===== src/hdl/ulsr_defs.svh =====
/*
 * Constants of the UART interrupt-enable and line-status register block.
 * Assumes inclusion by bare name from the hdl folder.
 */
`ifndef ULSR_DEFS_SVH
`define ULSR_DEFS_SVH

// ****************************************************************
// Widths
// ****************************************************************
`define ULSR_LVL_W       6

// ****************************************************************
// Register addresses on the three-bit bus
// ****************************************************************
`define ULSR_A_HOLD      3'h0
`define ULSR_A_MASK      3'h1
`define ULSR_A_ISR       3'h2
`define ULSR_A_LCR       3'h3
`define ULSR_A_MCR       3'h4
`define ULSR_A_LSR       3'h5
`define ULSR_A_MSR       3'h6
`define ULSR_A_SPR       3'h7
`define ULSR_A_RES1      3'h4
`define ULSR_A_RES2      3'h5
`define ULSR_A_PAU1      3'h6
`define ULSR_A_PAU2      3'h7

// ****************************************************************
// Field positions and special values
// ****************************************************************
`define ULSR_LCR_ENH     8'hbf
`define ULSR_LCR_DIV     7
`define ULSR_EFR_ENH     4
`define ULSR_XFR_LSRM    3
`define ULSR_FCR_EN      0
`define ULSR_IER_RX      0
`define ULSR_IER_TX      1
`define ULSR_IER_LS      2
`define ULSR_IER_MS      3
`define ULSR_LOW_MASK    8'h0f
`define ULSR_RST         8'h00

// ****************************************************************
// Interrupt source codes in status bits 3..0
// ****************************************************************
`define ULSR_SRC_LS      4'h6
`define ULSR_SRC_RX      4'h4
`define ULSR_SRC_TX      4'h2
`define ULSR_SRC_MS      4'h0
`define ULSR_SRC_NONE    4'h1

`endif


===== src/hdl/ulsr_pkg.sv =====
/*
 * Types of the UART interrupt-enable and line-status register block.
 * Assumes ulsr_defs.svh is on the include path.
 */
`include "ulsr_defs.svh"

package ulsr_pkg;

  // ****************************************************************
  // Receive side status, driven by the receive FIFO logic.
  // ****************************************************************
  typedef struct packed {
    logic [`ULSR_LVL_W-1:0] level;
    logic [2:0]             head_err;
    logic                   push;
    logic [2:0]             push_err;
    logic                   overrun;
    logic                   err_any;
  } ulsr_rx_s;

  // ****************************************************************
  // Transmit side status, driven by the transmit FIFO logic.
  // ****************************************************************
  typedef struct packed {
    logic [`ULSR_LVL_W-1:0] level;
    logic                   tsr_empty;
  } ulsr_tx_s;

  // ****************************************************************
  // Configuration handed to the rest of the UART.
  // ****************************************************************
  typedef struct packed {
    logic [15:0] divisor;
    logic [7:0]  line_format;
    logic [7:0]  enh;
    logic [7:0]  extra;
    logic [7:0]  mask;
    logic [7:0]  modem_ctl;
    logic        fifo_en;
    logic [1:0]  rx_trig_sel;
    logic [1:0]  tx_trig_sel;
    logic [7:0]  res1;
    logic [7:0]  res2;
    logic [7:0]  pau1;
    logic [7:0]  pau2;
  } ulsr_cfg_s;

endpackage


===== src/hdl/ulsr_regs.sv =====
/*
 * Register file, line status and interrupt enables of a UART with
 * transmit and receive FIFOs, reached over an 8-bit parallel bus.
 * Assumes bus strobes and FIFO status come from logic on core_clk_i,
 * one-cycle strobes, and that the FIFOs themselves live elsewhere.
 */
`timescale 1ns/1ps
`include "ulsr_defs.svh"

module ulsr_regs #(
  parameter int              FIFO_DEPTH = 32,
  parameter logic [7:0]      DEV_ID     = 8'h5a, // Arbitrary value.
  parameter logic [7:0]      DEV_REV    = 8'h01, // Arbitrary value.
  parameter logic [`ULSR_LVL_W-1:0] RX_T0 = 6'h01,
  parameter logic [`ULSR_LVL_W-1:0] RX_T1 = 6'h08,
  parameter logic [`ULSR_LVL_W-1:0] RX_T2 = 6'h10,
  parameter logic [`ULSR_LVL_W-1:0] RX_T3 = 6'h1c,
  parameter logic [`ULSR_LVL_W-1:0] TX_T0 = 6'h01,
  parameter logic [`ULSR_LVL_W-1:0] TX_T1 = 6'h08,
  parameter logic [`ULSR_LVL_W-1:0] TX_T2 = 6'h10,
  parameter logic [`ULSR_LVL_W-1:0] TX_T3 = 6'h18
) (
  input  wire logic              core_clk_i,
  input  wire logic              srst_i,
  input  wire logic              cs_i,
  input  wire logic              rd_i,
  input  wire logic              wr_i,
  input  wire logic [2:0]        addr_i,
  input  wire logic [7:0]        wdata_i,
  input  wire logic [7:0]        rx_data_i,
  input  wire logic [7:0]        msr_i,
  input  wire logic              msr_int_i,
  input  wire ulsr_pkg::ulsr_rx_s rx_i,
  input  wire ulsr_pkg::ulsr_tx_s tx_i,
  output logic [7:0]             rdata_o,
  output logic                   rhr_rd_o,
  output logic                   thr_wr_o,
  output logic [7:0]             thr_data_o,
  output logic                   irq_o,
  output ulsr_pkg::ulsr_cfg_s    cfg_o
);

  // ****************************************************************
  // Parameter checks
  // ****************************************************************
  // The level fields must hold a full FIFO count.
  if (FIFO_DEPTH < 1 || FIFO_DEPTH >= (1 << `ULSR_LVL_W)) begin : g_chk
    $error("FIFO_DEPTH does not fit the level width");
  end

  // ****************************************************************
  // Helpers
  // ****************************************************************
  // Picks one of four trigger levels.
  function automatic logic [`ULSR_LVL_W-1:0] pick(
    input logic [1:0]             sel,
    input logic [`ULSR_LVL_W-1:0] t0,
    input logic [`ULSR_LVL_W-1:0] t1,
    input logic [`ULSR_LVL_W-1:0] t2,
    input logic [`ULSR_LVL_W-1:0] t3);
    logic [`ULSR_LVL_W-1:0] r;
    r = t0;
    unique case (sel)
      2'h0: r = t0;
      2'h1: r = t1;
      2'h2: r = t2;
      2'h3: r = t3;
    endcase
    return r;
  endfunction

  // ****************************************************************
  // Address decode
  // ****************************************************************
  logic       div_mode;
  logic       enh_mode;
  logic       enh_on;
  logic       rd_hit;
  logic       wr_hit;
  logic [7:0] line_condition;
  logic [7:0] interrupt_source_status;
  logic [3:0] src;
  logic [`ULSR_LVL_W-1:0] rx_trig;
  logic [`ULSR_LVL_W-1:0] tx_trig;
  logic       rx_cond;
  logic       tx_cond;
  logic       tx_cond_q;
  logic       tx_pend;
  logic       ls_pend;
  logic       ovr_flag;
  logic [2:0] head_q;
  logic [7:0] spr;

  // Bank selection follows the line format register.
  assign div_mode = cfg_o.line_format[`ULSR_LCR_DIV];
  assign enh_mode = cfg_o.line_format == `ULSR_LCR_ENH;
  assign enh_on   = cfg_o.enh[`ULSR_EFR_ENH];
  assign rd_hit   = cs_i & rd_i;
  assign wr_hit   = cs_i & wr_i;
  assign rx_trig  = pick(cfg_o.rx_trig_sel, RX_T0, RX_T1, RX_T2, RX_T3);
  assign tx_trig  = pick(cfg_o.tx_trig_sel, TX_T0, TX_T1, TX_T2, TX_T3);

  // ****************************************************************
  // Line status and interrupt sources
  // ****************************************************************
  // Receiver and transmitter report separately for polled use.
  assign line_condition[0]   = rx_i.level != '0;
  assign line_condition[1]   = ovr_flag;
  assign line_condition[4:2] = rx_i.head_err;
  assign line_condition[5]   = cfg_o.fifo_en ? tx_i.level == '0
                                  : tx_i.level == '0;
  assign line_condition[6]   = tx_i.level == '0 && tx_i.tsr_empty;
  assign line_condition[7]   = cfg_o.fifo_en & rx_i.err_any;

  // Receive source is a level: trigger in FIFO mode, else data held.
  assign rx_cond = cfg_o.fifo_en ? rx_i.level >= rx_trig
                                 : line_condition[0];
  // Transmit condition: FIFO below trigger, else holding empty.
  assign tx_cond = cfg_o.fifo_en ? rx_lt(tx_i.level, tx_trig)
                                 : line_condition[5];

  // Compares a FIFO level against a trigger.
  function automatic logic rx_lt(
    input logic [`ULSR_LVL_W-1:0] a,
    input logic [`ULSR_LVL_W-1:0] b);
    return a < b;
  endfunction

  // Highest enabled pending source is reported.
  always_comb begin
    src = `ULSR_SRC_NONE;
    if (cfg_o.mask[`ULSR_IER_LS] && ls_pend) begin
      src = `ULSR_SRC_LS;
    end else if (cfg_o.mask[`ULSR_IER_RX] && rx_cond) begin
      src = `ULSR_SRC_RX;
    end else if (cfg_o.mask[`ULSR_IER_TX] && tx_pend) begin
      src = `ULSR_SRC_TX;
    end else if (cfg_o.mask[`ULSR_IER_MS] && msr_int_i) begin
      src = `ULSR_SRC_MS;
    end
  end

  assign interrupt_source_status = {{2{cfg_o.fifo_en}}, 2'h0, src};

  // ****************************************************************
  // Configuration registers
  // ****************************************************************
  // Divisor latches, written only through their own bank.
  always_ff @(posedge core_clk_i) begin
    if (srst_i) begin
      cfg_o.divisor <= {`ULSR_RST, `ULSR_RST};
    end else if (wr_hit && div_mode) begin
      // Identity codes share these addresses but are read only.
      if (addr_i == `ULSR_A_HOLD) begin
        cfg_o.divisor[7:0] <= wdata_i;
      end else if (addr_i == `ULSR_A_MASK && !enh_mode) begin
        cfg_o.divisor[15:8] <= wdata_i;
      end
    end
  end

  // Line format register, reachable in every bank.
  always_ff @(posedge core_clk_i) begin
    if (srst_i) begin
      cfg_o.line_format <= `ULSR_RST;
    end else if (wr_hit && addr_i == `ULSR_A_LCR) begin
      cfg_o.line_format <= wdata_i;
    end
  end

  // Enhanced and flow character registers, bank 0xbf only.
  always_ff @(posedge core_clk_i) begin
    if (srst_i) begin
      cfg_o.enh  <= `ULSR_RST;
      cfg_o.res1 <= `ULSR_RST;
      cfg_o.res2 <= `ULSR_RST;
      cfg_o.pau1 <= `ULSR_RST;
      cfg_o.pau2 <= `ULSR_RST;
    end else if (wr_hit && enh_mode) begin
      unique case (addr_i)
        `ULSR_A_ISR:  cfg_o.enh  <= wdata_i;
        `ULSR_A_RES1: cfg_o.res1 <= wdata_i;
        `ULSR_A_RES2: cfg_o.res2 <= wdata_i;
        `ULSR_A_PAU1: cfg_o.pau1 <= wdata_i;
        `ULSR_A_PAU2: cfg_o.pau2 <= wdata_i;
        default: ;
      endcase
    end
  end

  // Normal bank: mask, FIFO setup, modem, extra and scratch.
  always_ff @(posedge core_clk_i) begin
    if (srst_i) begin
      cfg_o.mask        <= `ULSR_RST;
      cfg_o.fifo_en     <= 1'b0;
      cfg_o.rx_trig_sel <= 2'h0;
      cfg_o.tx_trig_sel <= 2'h0;
      cfg_o.modem_ctl   <= `ULSR_RST;
      cfg_o.extra       <= `ULSR_RST;
      spr               <= `ULSR_RST;
    end else if (wr_hit && !div_mode) begin
      unique case (addr_i)
        `ULSR_A_MASK: begin
          // Upper enables need the enhanced bit.
          cfg_o.mask <= enh_on ? wdata_i
                               : wdata_i & `ULSR_LOW_MASK;
        end
        `ULSR_A_ISR: begin
          cfg_o.fifo_en <= wdata_i[`ULSR_FCR_EN];
          // Other fields take effect only with the enable bit set.
          if (wdata_i[`ULSR_FCR_EN]) begin
            cfg_o.rx_trig_sel <= wdata_i[7:6];
            if (enh_on) begin
              cfg_o.tx_trig_sel <= wdata_i[5:4];
            end
          end
        end
        `ULSR_A_MCR: begin
          cfg_o.modem_ctl <= enh_on ? wdata_i
                                    : {3'h0, wdata_i[4:0]};
        end
        `ULSR_A_LSR: begin
          if (enh_on) begin
            cfg_o.extra <= wdata_i;
          end
        end
        `ULSR_A_SPR: spr <= wdata_i;
        default: ;
      endcase
    end
  end

  // ****************************************************************
  // Holding register strobes
  // ****************************************************************
  // One-cycle strobes toward the FIFOs for data reads and writes.
  always_ff @(posedge core_clk_i) begin
    if (srst_i) begin
      rhr_rd_o   <= 1'b0;
      thr_wr_o   <= 1'b0;
      thr_data_o <= `ULSR_RST;
    end else begin
      rhr_rd_o <= rd_hit && !div_mode && addr_i == `ULSR_A_HOLD;
      thr_wr_o <= wr_hit && !div_mode && addr_i == `ULSR_A_HOLD;
      if (wr_hit && !div_mode && addr_i == `ULSR_A_HOLD) begin
        thr_data_o <= wdata_i;
      end
    end
  end

  // ****************************************************************
  // Sticky line status flags
  // ****************************************************************
  // Overrun flag; a new overrun in the clearing read wins.
  always_ff @(posedge core_clk_i) begin
    if (srst_i) begin
      ovr_flag <= 1'b0;
    end else if (rx_i.overrun) begin
      ovr_flag <= 1'b1;
    end else if (rd_hit && !div_mode && addr_i == `ULSR_A_LSR) begin
      ovr_flag <= 1'b0;
    end
  end

  // Line status interrupt: set by overrun or error, cleared by read.
  always_ff @(posedge core_clk_i) begin
    if (srst_i) begin
      head_q  <= 3'h0;
      ls_pend <= 1'b0;
    end else begin
      head_q <= rx_i.head_err;
      if (rx_i.overrun
          || (cfg_o.extra[`ULSR_XFR_LSRM]
              && rx_i.push && rx_i.push_err != 3'h0)
          || (!cfg_o.extra[`ULSR_XFR_LSRM]
              && rx_i.head_err != 3'h0
              && rx_i.head_err != head_q)) begin
        ls_pend <= 1'b1;
      end else if (rd_hit && !div_mode && addr_i == `ULSR_A_LSR) begin
        ls_pend <= 1'b0;
      end
    end
  end

  // ****************************************************************
  // Transmit ready latch
  // ****************************************************************
  // Set on the condition's rise or on enabling while it holds.
  always_ff @(posedge core_clk_i) begin
    if (srst_i) begin
      tx_cond_q <= 1'b0;
      tx_pend   <= 1'b0;
    end else begin
      tx_cond_q <= tx_cond;
      if ((tx_cond && !tx_cond_q)
          || (wr_hit && !div_mode && addr_i == `ULSR_A_MASK
              && wdata_i[`ULSR_IER_TX] && tx_cond)) begin
        tx_pend <= 1'b1;
      end else if ((wr_hit && !div_mode && addr_i == `ULSR_A_HOLD)
                   || (rd_hit && !div_mode && addr_i == `ULSR_A_ISR
                       && src == `ULSR_SRC_TX)) begin
        tx_pend <= 1'b0;
      end
    end
  end

  // ****************************************************************
  // Interrupt output
  // ****************************************************************
  // Active when any enabled source is pending.
  always_ff @(posedge core_clk_i) begin
    if (srst_i) begin
      irq_o <= 1'b0;
    end else begin
      irq_o <= src != `ULSR_SRC_NONE;
    end
  end

  // ****************************************************************
  // Read data
  // ****************************************************************
  // Registered read mux; unreachable locations read as zero.
  always_ff @(posedge core_clk_i) begin
    if (srst_i) begin
      rdata_o <= `ULSR_RST;
    end else if (rd_hit) begin
      rdata_o <= `ULSR_RST;
      if (addr_i == `ULSR_A_LCR) begin
        rdata_o <= cfg_o.line_format;
      end else if (enh_mode) begin
        unique case (addr_i)
          `ULSR_A_HOLD: rdata_o <= cfg_o.divisor[7:0];
          `ULSR_A_ISR:  rdata_o <= cfg_o.enh;
          `ULSR_A_RES1: rdata_o <= cfg_o.res1;
          `ULSR_A_RES2: rdata_o <= cfg_o.res2;
          `ULSR_A_PAU1: rdata_o <= cfg_o.pau1;
          `ULSR_A_PAU2: rdata_o <= cfg_o.pau2;
          default: ;
        endcase
      end else if (div_mode) begin
        // Identity shows while both latches are zero.
        if (addr_i == `ULSR_A_HOLD) begin
          rdata_o <= cfg_o.divisor == '0 ? DEV_REV
                                         : cfg_o.divisor[7:0];
        end else if (addr_i == `ULSR_A_MASK) begin
          rdata_o <= cfg_o.divisor == '0 ? DEV_ID
                                         : cfg_o.divisor[15:8];
        end
      end else begin
        unique case (addr_i)
          `ULSR_A_HOLD: rdata_o <= rx_data_i;
          `ULSR_A_MASK: rdata_o <= cfg_o.mask;
          `ULSR_A_ISR:  rdata_o <= interrupt_source_status;
          `ULSR_A_MCR:  rdata_o <= cfg_o.modem_ctl;
          `ULSR_A_LSR:  rdata_o <= line_condition;
          `ULSR_A_MSR:  rdata_o <= enh_on ? msr_i
                                          : {4'h0, msr_i[3:0]};
          `ULSR_A_SPR:  rdata_o <= spr;
          default: ;
        endcase
      end
    end
  end

endmodule


===== config.mk =====
export PLATFORM = sky130hd
export DESIGN_NAME = ulsr_regs
export DESIGN_NICKNAME = d
export VERILOG_FILES = /design/src/hdl/ulsr_pkg.sv /design/src/hdl/ulsr_regs.sv
export VERILOG_INCLUDE_DIRS = /design/src /design/src/hdl
export SDC_FILE = /design/constraint.sdc
export NUM_CORES = 1
export LEC_CHECK = 0
export ABC_AREA = 1
export BUFFER_PORTS_ARGS = -buffer_cell sky130_fd_sc_hd__buf_2
export CORE_MARGIN = 2
export CORE_UTILIZATION = 47
export DETAILED_ROUTE_END_ITERATION = 10
export HOLD_SLACK_MARGIN = 0.03
export PLACE_DENSITY = 0.82
export SETUP_SLACK_MARGIN = 0.15
export SLEW_MARGIN = 5
export SYNTH_ARGS = -nofsm -noshare
export SYNTH_HDL_FRONTEND = slang
export SYNTH_SLANG_ARGS = --single-unit

===== constraint.sdc =====
create_clock -name core_clk_i -period 1.62 [get_ports core_clk_i]
set_input_delay 0.162 -clock core_clk_i [delete_from_list [all_inputs] [get_ports core_clk_i]]
set_output_delay 0.162 -clock core_clk_i [all_outputs]
set_load 0.005 [all_outputs]

==> results of run 1 <==
sequential cells by signal, summed over array words and instances, names as in the netlist, 3 cells and up:
register	count
head_q	3
spr	8
cfg_o	93
rdata_o	8
thr_data_o	8
cell type report:
| type | count | area [µm²] | area share (%) |
|---|---|---|---|
| Antenna cell | 1 | 2.502 | 0.02979 |
| Clock buffer | 18 | 439.2 | 5.229 |
| Clock inverter | 14 | 156.4 | 1.862 |
| Inverter | 103 | 417.9 | 4.975 |
| Multi-Input combinational cell | 577 | 3047 | 36.27 |
| Sequential cell | 127 | 2556 | 30.43 |
| Tap cell | 168 | 210.2 | 2.503 |
| Timing Repair Buffer | 247 | 1567 | 18.65 |
| Timing Repair inverter | 1 | 3.754 | 0.04469 |
worst max-delay path, delay by kind of cell, from the launching register on:
family	cells	cell delay [ps]
simple gates	5	880
compound gates	1	80
flops	1	320
buf+inv	4	330
logic make-up (layout without fill, tap and decap cells):
| group | after synthesis | count (layout) | synth area share, % |
|---|---|---|---|
| buffers and inverters | 138 | 383 | 9.370 |
| and+or+nand+nor | 310 | 312 | 22.39 |
| DFF | 127 | 127 | 43.67 |
| adders and majority gates | 6 | 6 | 1.289 |
| AOI/OAI and AO/OA | 256 | 256 | 22.82 |
| xor gates and xnor gates | 3 | 3 | 0.4514 |
| other | 0 | 1 | 0 |
what timing repair did:
action / CTS / global route
setup endpoints to repair: 86 / 80
endpoints found under the hold margin: 4 / 0
pin swaps: 8 / 28
hold buffers: 4 / 0
gates resized for setup: 25 / 100
cloned: 0 / 4
buffers inserted: 3 / 18
metrics by stage:
stage | instance area, µm² | total power [µW] | hold slack [ps]
detailed placement | 7168 | 3818 | 409.1
global route | 8399 | 7907 | 92.90
finish | 8399 | 7711 | 68.34
CTS | 7889 | 7641 | 60.90
global placement | 7168 | 3813 | 386.7
floorplan | 5841 | 3529 | 279.4
cell usage in the layout (no fill, tap or decap), types with 3 or more instances in the layout:
master / n
clkinvlp_4: 5
a21oi_1: 84
dfxtp_1: 120
nand2_8: 4
inv_2: 8
buf_4: 59
xnor2_1: 3
nor2_2: 10
nor2_1: 120
clkinv_1: 3
o211ai_1: 5
a31oi_1: 3
nand2_2: 7
inv_6: 7
o21ai_0: 109
nand2_1: 113
nand4_1: 12
inv_4: 4
buf_6: 10
buf_2: 166
nor3_1: 7
ha_1: 5
dlygate4sd3_1: 4
o21ai_2: 9
nor2_4: 7
clkinv_2: 3
clkbuf_16: 18
inv_1: 83
clkinv_4: 3
a21oi_2: 13
buf_12: 4
nand3_1: 21
nand3_2: 4
dfxtp_2: 5
o21ai_1: 17
o22ai_1: 7
synthesized netlist by cell type:
library cell  number  area [µm²]
nor2_1           133       499.2
o21ai_0          131       655.6
dfxtp_1          127        2542
nand2_1          124       465.5
a21oi_1           97       485.5
inv_1             90       337.8
nand3_1           26       130.1
clkbuf_1          25       93.84
nand4_1           12       75.07
buf_2              8       40.04
nor3_1             7       35.03
o22ai_1            7       43.79
clkinv_1           6       22.52
ha_1               6       75.07
inv_2              6       22.52
o21ai_1            6       30.03
o211ai_1           5       37.54
a31oi_1            3       18.77
nor2_4             3       33.78
xnor2_1            3       26.28
a22oi_1            2       15.01
buf_6              2       22.52
nor3_4             2       32.53
o2111ai_1          2       17.52
o311ai_0           2       17.52
a211oi_1           1       7.510
and3_1             1       6.260
inv_4              1       6.260
nor2_2             1       6.260
nor2_8             1       20.02
routing by layer:
metal  part of all wire (%)  vias up
li1                       -     3251
met3                     11      103
met4                    4.8        0
met2                     45      472
met1                     39     3148
met5                      0        -
report_power, final:
group	internal (µW)	switching (µW)
Clock	2330	1550
Combinational	229	406
Sequential	3160	29.6
Total	5720	1990
worst max path at each step:
stage | start | endpoint | slack [ps] | depth (start not counted)
3_3_place_gp | cfg_o[76] | cfg_o[52] | -30 | 7
6_report | cfg_o[75] | cfg_o[29] | -70 | 10
4_1_cts | cfg_o[75] | cfg_o[29] | 60 | 10
2_1_floorplan | cfg_o[76] | cfg_o[10] | 7 | 10
3_5_place_dp | cfg_o[76] | cfg_o[48] | -20 | 7
5_1_grt | cfg_o[75] | cfg_o[29] | -130 | 10
==> out/qor.txt, run 1 <==
CTS tree - yes
Leak - 0.003809 µW
Die Outline Area - 0.01329 mm²
crit end category - flip-flop
Area growth, synth to finish - 44.27%
Routed WL per cell - 18.18 µm
Skew-Pair Late Insertion Delay - 420 ps
TritonCTS Sinks - 127
sequential-to-total area share from yosys stat - 43.67%
CTS max path bufs - 2
Final Instance Count excl. Fillers - 1,256
PD cells - 918.1 mW/mm²
Synthesis Warnings - 0
overflow left after global routing - 0
arrival time of the worst setup path - 2020 ps
Initial DRC Count - 783
first-pass GRT wire length - 32.26 mm
Yosys reg bits - 127
clk slew on worst S/H paths - 60 ps
RePlAce Congestion - 1.006
Post-DRT Antenna Nets - 0
clk root buf - clkbuf_16
hold_sp - wdata_i[1]
Post-Route WL - 22.83 mm
final setup violation count - 2
highest net fanout along the worst path - 5
routing usage on met1 - 41.74%
share of layout cells above drive strength 1 - 33.49%
Syn Area/Cell - 6.931 µm²
Setup CP Type - reg2reg
Residual DRC - 0
Worst path slowest cell - dfxtp_2
crit path cell chain - inv_2 -> nand4_1 -> nor3_4 -> inv_4 -> nor2_8 -> inv_6 -> nor2_4 -> buf_6 -> o21ai_1 -> nor2_1
Clock Skew - 7.502 ps
Row Count - 40
largest net degree at the start of global routing - 110
Core ar. - 0.01206 mm²
Slew @ Worst Pin - 514.5 ps
post-synth cell types - 30
fmax - 0.5923 GHz
First-pass DRT Iterations - 9
FILL cells - 981
outcome - complete, but fails checks
fin util - 69.64%
max incr delay on CP - 320 ps
R2R setup slack - -70 ps
reg2reg path depth - 10
Syn Inst Count - 840
Starting Density - 48.27%
Die Height - 115.3 µm
overall routing resource usage - 31.68%
Syn Nets - 901
DR vias - 6,974
global route hottest layer - met2
M2 GR Usage - 50.71%
HPWL Detailed - 15.06 mm
# IOs - 167
max cap viols - 0
Pins Over Slew Limit - 0
Hold Crit Endpoint - cfg_o[46]
failing checks - negative setup slack
reg2reg start - cfg_o[75]
startpoint types - flip-flop
initial antenna violation count - 1
Final Hold Vio Count - 0
fin crit period - 1688 ps
placed cell count - 1,194
TritonCTS Buffers - 17
RSZ-0062 raised after global routing - yes
Hold Path Cell Cnt - 3
final setup margin - -68.33 ps
Mapped Area - 0.005822 mm²
chip width - 115.3 µm
worst relative slew slack - 65.70%
fin crit share - 104.2%
H-Tree Depth - 4
Max IR drop VDD - 0.6956 mV
Port Buffers - 166
Crit Reg-Reg Endpoint - cfg_o[29]
class of the worst hold path - in2reg
M3 GR Usage - 6.958%
CP required - 1950 ps
layout net count - 1,135
vias in the first global route - 6,071
DR vias/cell - 5.553
Place WS - -23.62 ps
Post-Route Setup TNS - -114.4 ps
Power figures use the tool's default switching activity.
==> inputs of run 2 (changes only) <==
MAX_ROUTING_LAYER = met4   (was not set)
==> run 2 against run 1 <==
The run still ends with negative setup slack left. Largest power group unchanged. Worst setup slack got worse by 62 ps. Utilization fell by 0.32 points. Clock skew rose by 0.52 ps. Via count fell by 0.63%. Die area did not move. Fmax fell by 3.5%. Highest routed layer unchanged. Power rose by 0.94%. Hold slack got worse by 0.55 ps. Combinational power fell by 0.6%. Non-clock buffer count fell by 6. Largest cell class unchanged. Clock power rose by 2%. Sequential share of layout area rose by 0.096 points.
==> out/qor.txt, run 2 (same netlist as run 1, synthesis figures left out) <==
PD cells - 931.0 mW/mm²
largest register by flop count - cfg_o
overflow left after global routing - 0
Core ar. - 0.01206 mm²
P_int - 5834 µW
Residual DRC - 0
DR vias - 6,930
Starting Density - 48.27%
Die Outline Area - 0.01329 mm²
CTS tree - yes
class of the worst hold path - in2reg
combinational fraction of design power - 8.1%
highest net fanout along the worst path - 7
outcome - complete, but fails checks
Slew @ Worst Pin - 534.5 ps
CP required - 1930 ps
vias in the first global route - 6,077
RSZ-0062 raised after global routing - yes
failing checks - negative setup slack
sequential power share - 41.0%
Post-Route WL - 22.32 mm
most frequent cells in the layout - buf_2, nor2_1, dfxtp_1, nand2_1, o21ai_0
fmax - 0.5713 GHz
CTS max path bufs - 2
fin crit share - 108.1%
crit end category - flip-flop
clk root buf - clkbuf_16
Post-DRT Antenna Nets - 0
Port Buffers - 166
final instance area - 0.008361 mm²
first-pass GRT wire length - 31.96 mm
Routed WL per cell - 17.87 µm
switching power - 1950 µW
largest net degree at the start of global routing - 110
critical path's top delay family - simple AND/OR/NAND/NOR gates
Pins Over Slew Limit - 0
Area growth, synth to finish - 43.61%
max cap viols - 0
final hold slack - 67.79 ps
Skew-Pair Late Insertion Delay - 420 ps
startpoint types - flip-flop
arrival time of the worst setup path - 2060 ps
chip width - 115.3 µm
clk slew on worst S/H paths - 60 ps
WP depth - 10
commonest non-fill, non-tap cell in the layout - buf_2
number of buffers and inverters on the critical path - 4
fin crit period - 1750 ps
overall power - 7784 µW
# IOs - 167
clock share of power - 50.9%
Row Count - 40
Setup CP Type - reg2reg
crit path cell chain - nand4_1 -> nor3_4 -> inv_4 -> nor2_8 -> clkinv_4 -> nor2_4 -> clkinv_4 -> buf_6 -> o21ai_2 -> a21oi_1
reg2reg start - cfg_o[76]
H-Tree Depth - 4
TritonCTS Buffers - 17
share of layout cells above drive strength 1 - 33.58%
switch share - 25.05%
Die Height - 115.3 µm
Hold Path Cell Cnt - 3
Final Hold Vio Count - 0
area post-placement - 0.007166 mm²
max incr delay on CP - 350 ps
Place WS - -39.60 ps
Initial DRC Count - 880
Clock Skew - 8.024 ps
RePlAce Congestion - 1.012
Max IR drop VDD - 0.8407 mV
initial antenna violation count - 0
max reg flops - 93
overall routing resource usage - 32.47%
DR vias/cell - 5.548
CP startpoint - cfg_o[76]
FILL cells - 986
final setup margin - -130.4 ps
worst relative slew slack - 64.37%
HPWL Detailed - 14.92 mm
Post-Route Setup TNS - -896.1 ps
Worst path slowest cell - dfxtp_2
final setup violation count - 17
reg2reg path depth - 10
hold_sp - wdata_i[1]
TritonCTS Sinks - 127
cell repeated most along the worst path - clkinv_4
n_diodes - 0
First-pass DRT Iterations - 5
Leak - 0.003812 µW
layout net count - 1,129
run 2: cell count changes in the layout (fill, tap and decap cells not counted), sizes merged:
| cell | previous run | this run |
|---|---|---|
| bufinv | 2 | 3 |
| nand2 | 126 | 125 |
| buf | 241 | 236 |
| clkinv | 9 | 15 |
| clkinvlp | 5 | 2 |
| diode | 1 | 0 |
| inv | 102 | 100 |
| clkbuf | 20 | 18 |
run 2: worst reg2reg max path, stage by stage, from the launching register on:
cell and delay (ps):
dfxtp_2 350, nand4_1 150, nor3_4 230, inv_4 80, nor2_8 150, clkinv_4 120, nor2_4 160, clkinv_4 110
buf_6 150, o21ai_2 110, a21oi_1 50
run 2: worst paths after layout:
path | endpoint | slack, ps
worst min register to register | spr[4] | 450
worst min-delay path | cfg_o[46] | 70
worst max register to register | cfg_o[65] | -130
worst max-delay path | cfg_o[65] | -130
run 2: area by class of cell:
cell class | count | area (µm²) | area share [%]
Tap cell | 168 | 210.2 | 2.514
Inverter | 103 | 409.1 | 4.894
Multi-Input combinational cell | 576 | 3043 | 36.40
Timing Repair Buffer | 241 | 1525 | 18.24
Clock buffer | 17 | 425.4 | 5.088
Timing Repair inverter | 2 | 7.507 | 0.08979
Sequential cell | 127 | 2552 | 30.53
Clock inverter | 15 | 187.7 | 2.245
run 2: routing by layer:
layer | vias up | GRT usage, % | wire length [µm]
li1 | 3234 | - | -
met1 | 3150 | 42.44 | 8849
met2 | 483 | 49.80 | 10350
met3 | 63 | 6.800 | 2380
met4 | 0 | 11.73 | 741
met5 | - | - | 0
run 2: metrics by stage:
| step | cells | util (%) |
|---|---|---|
| after global placement | 1192 | 59.41 |
| after floorplan | 840 | - |
| final | 1249 | 69.32 |
| after detailed placement | 1192 | 59.41 |
| after global routing | 1249 | 69.32 |
| after CTS | 1231 | 65.46 |
run 2: timing repair:
action | 4_1_cts | 5_1_grt
resized for setup | 17 | 126
endpoints found under the setup margin | 54 | 95
endpoints found under the hold margin | 4 | 0
pin swaps | 3 | 27
buffers inserted | 3 | 14
cloned | 0 | 4
hold buffers | 4 | 0
run 2: power by group through the flow:
| stage | logic, µW | clock network, µW | registers (µW) |
|---|---|---|---|
| after floorplan | 269 | 0 | 3260 |
| after global placement | 548 | 0 | 3260 |
| after detailed placement | 557 | 0 | 3260 |
| after CTS | 573 | 3950 | 3190 |
| after global routing | 682 | 4100 | 3200 |
| final | 631 | 3960 | 3190 |
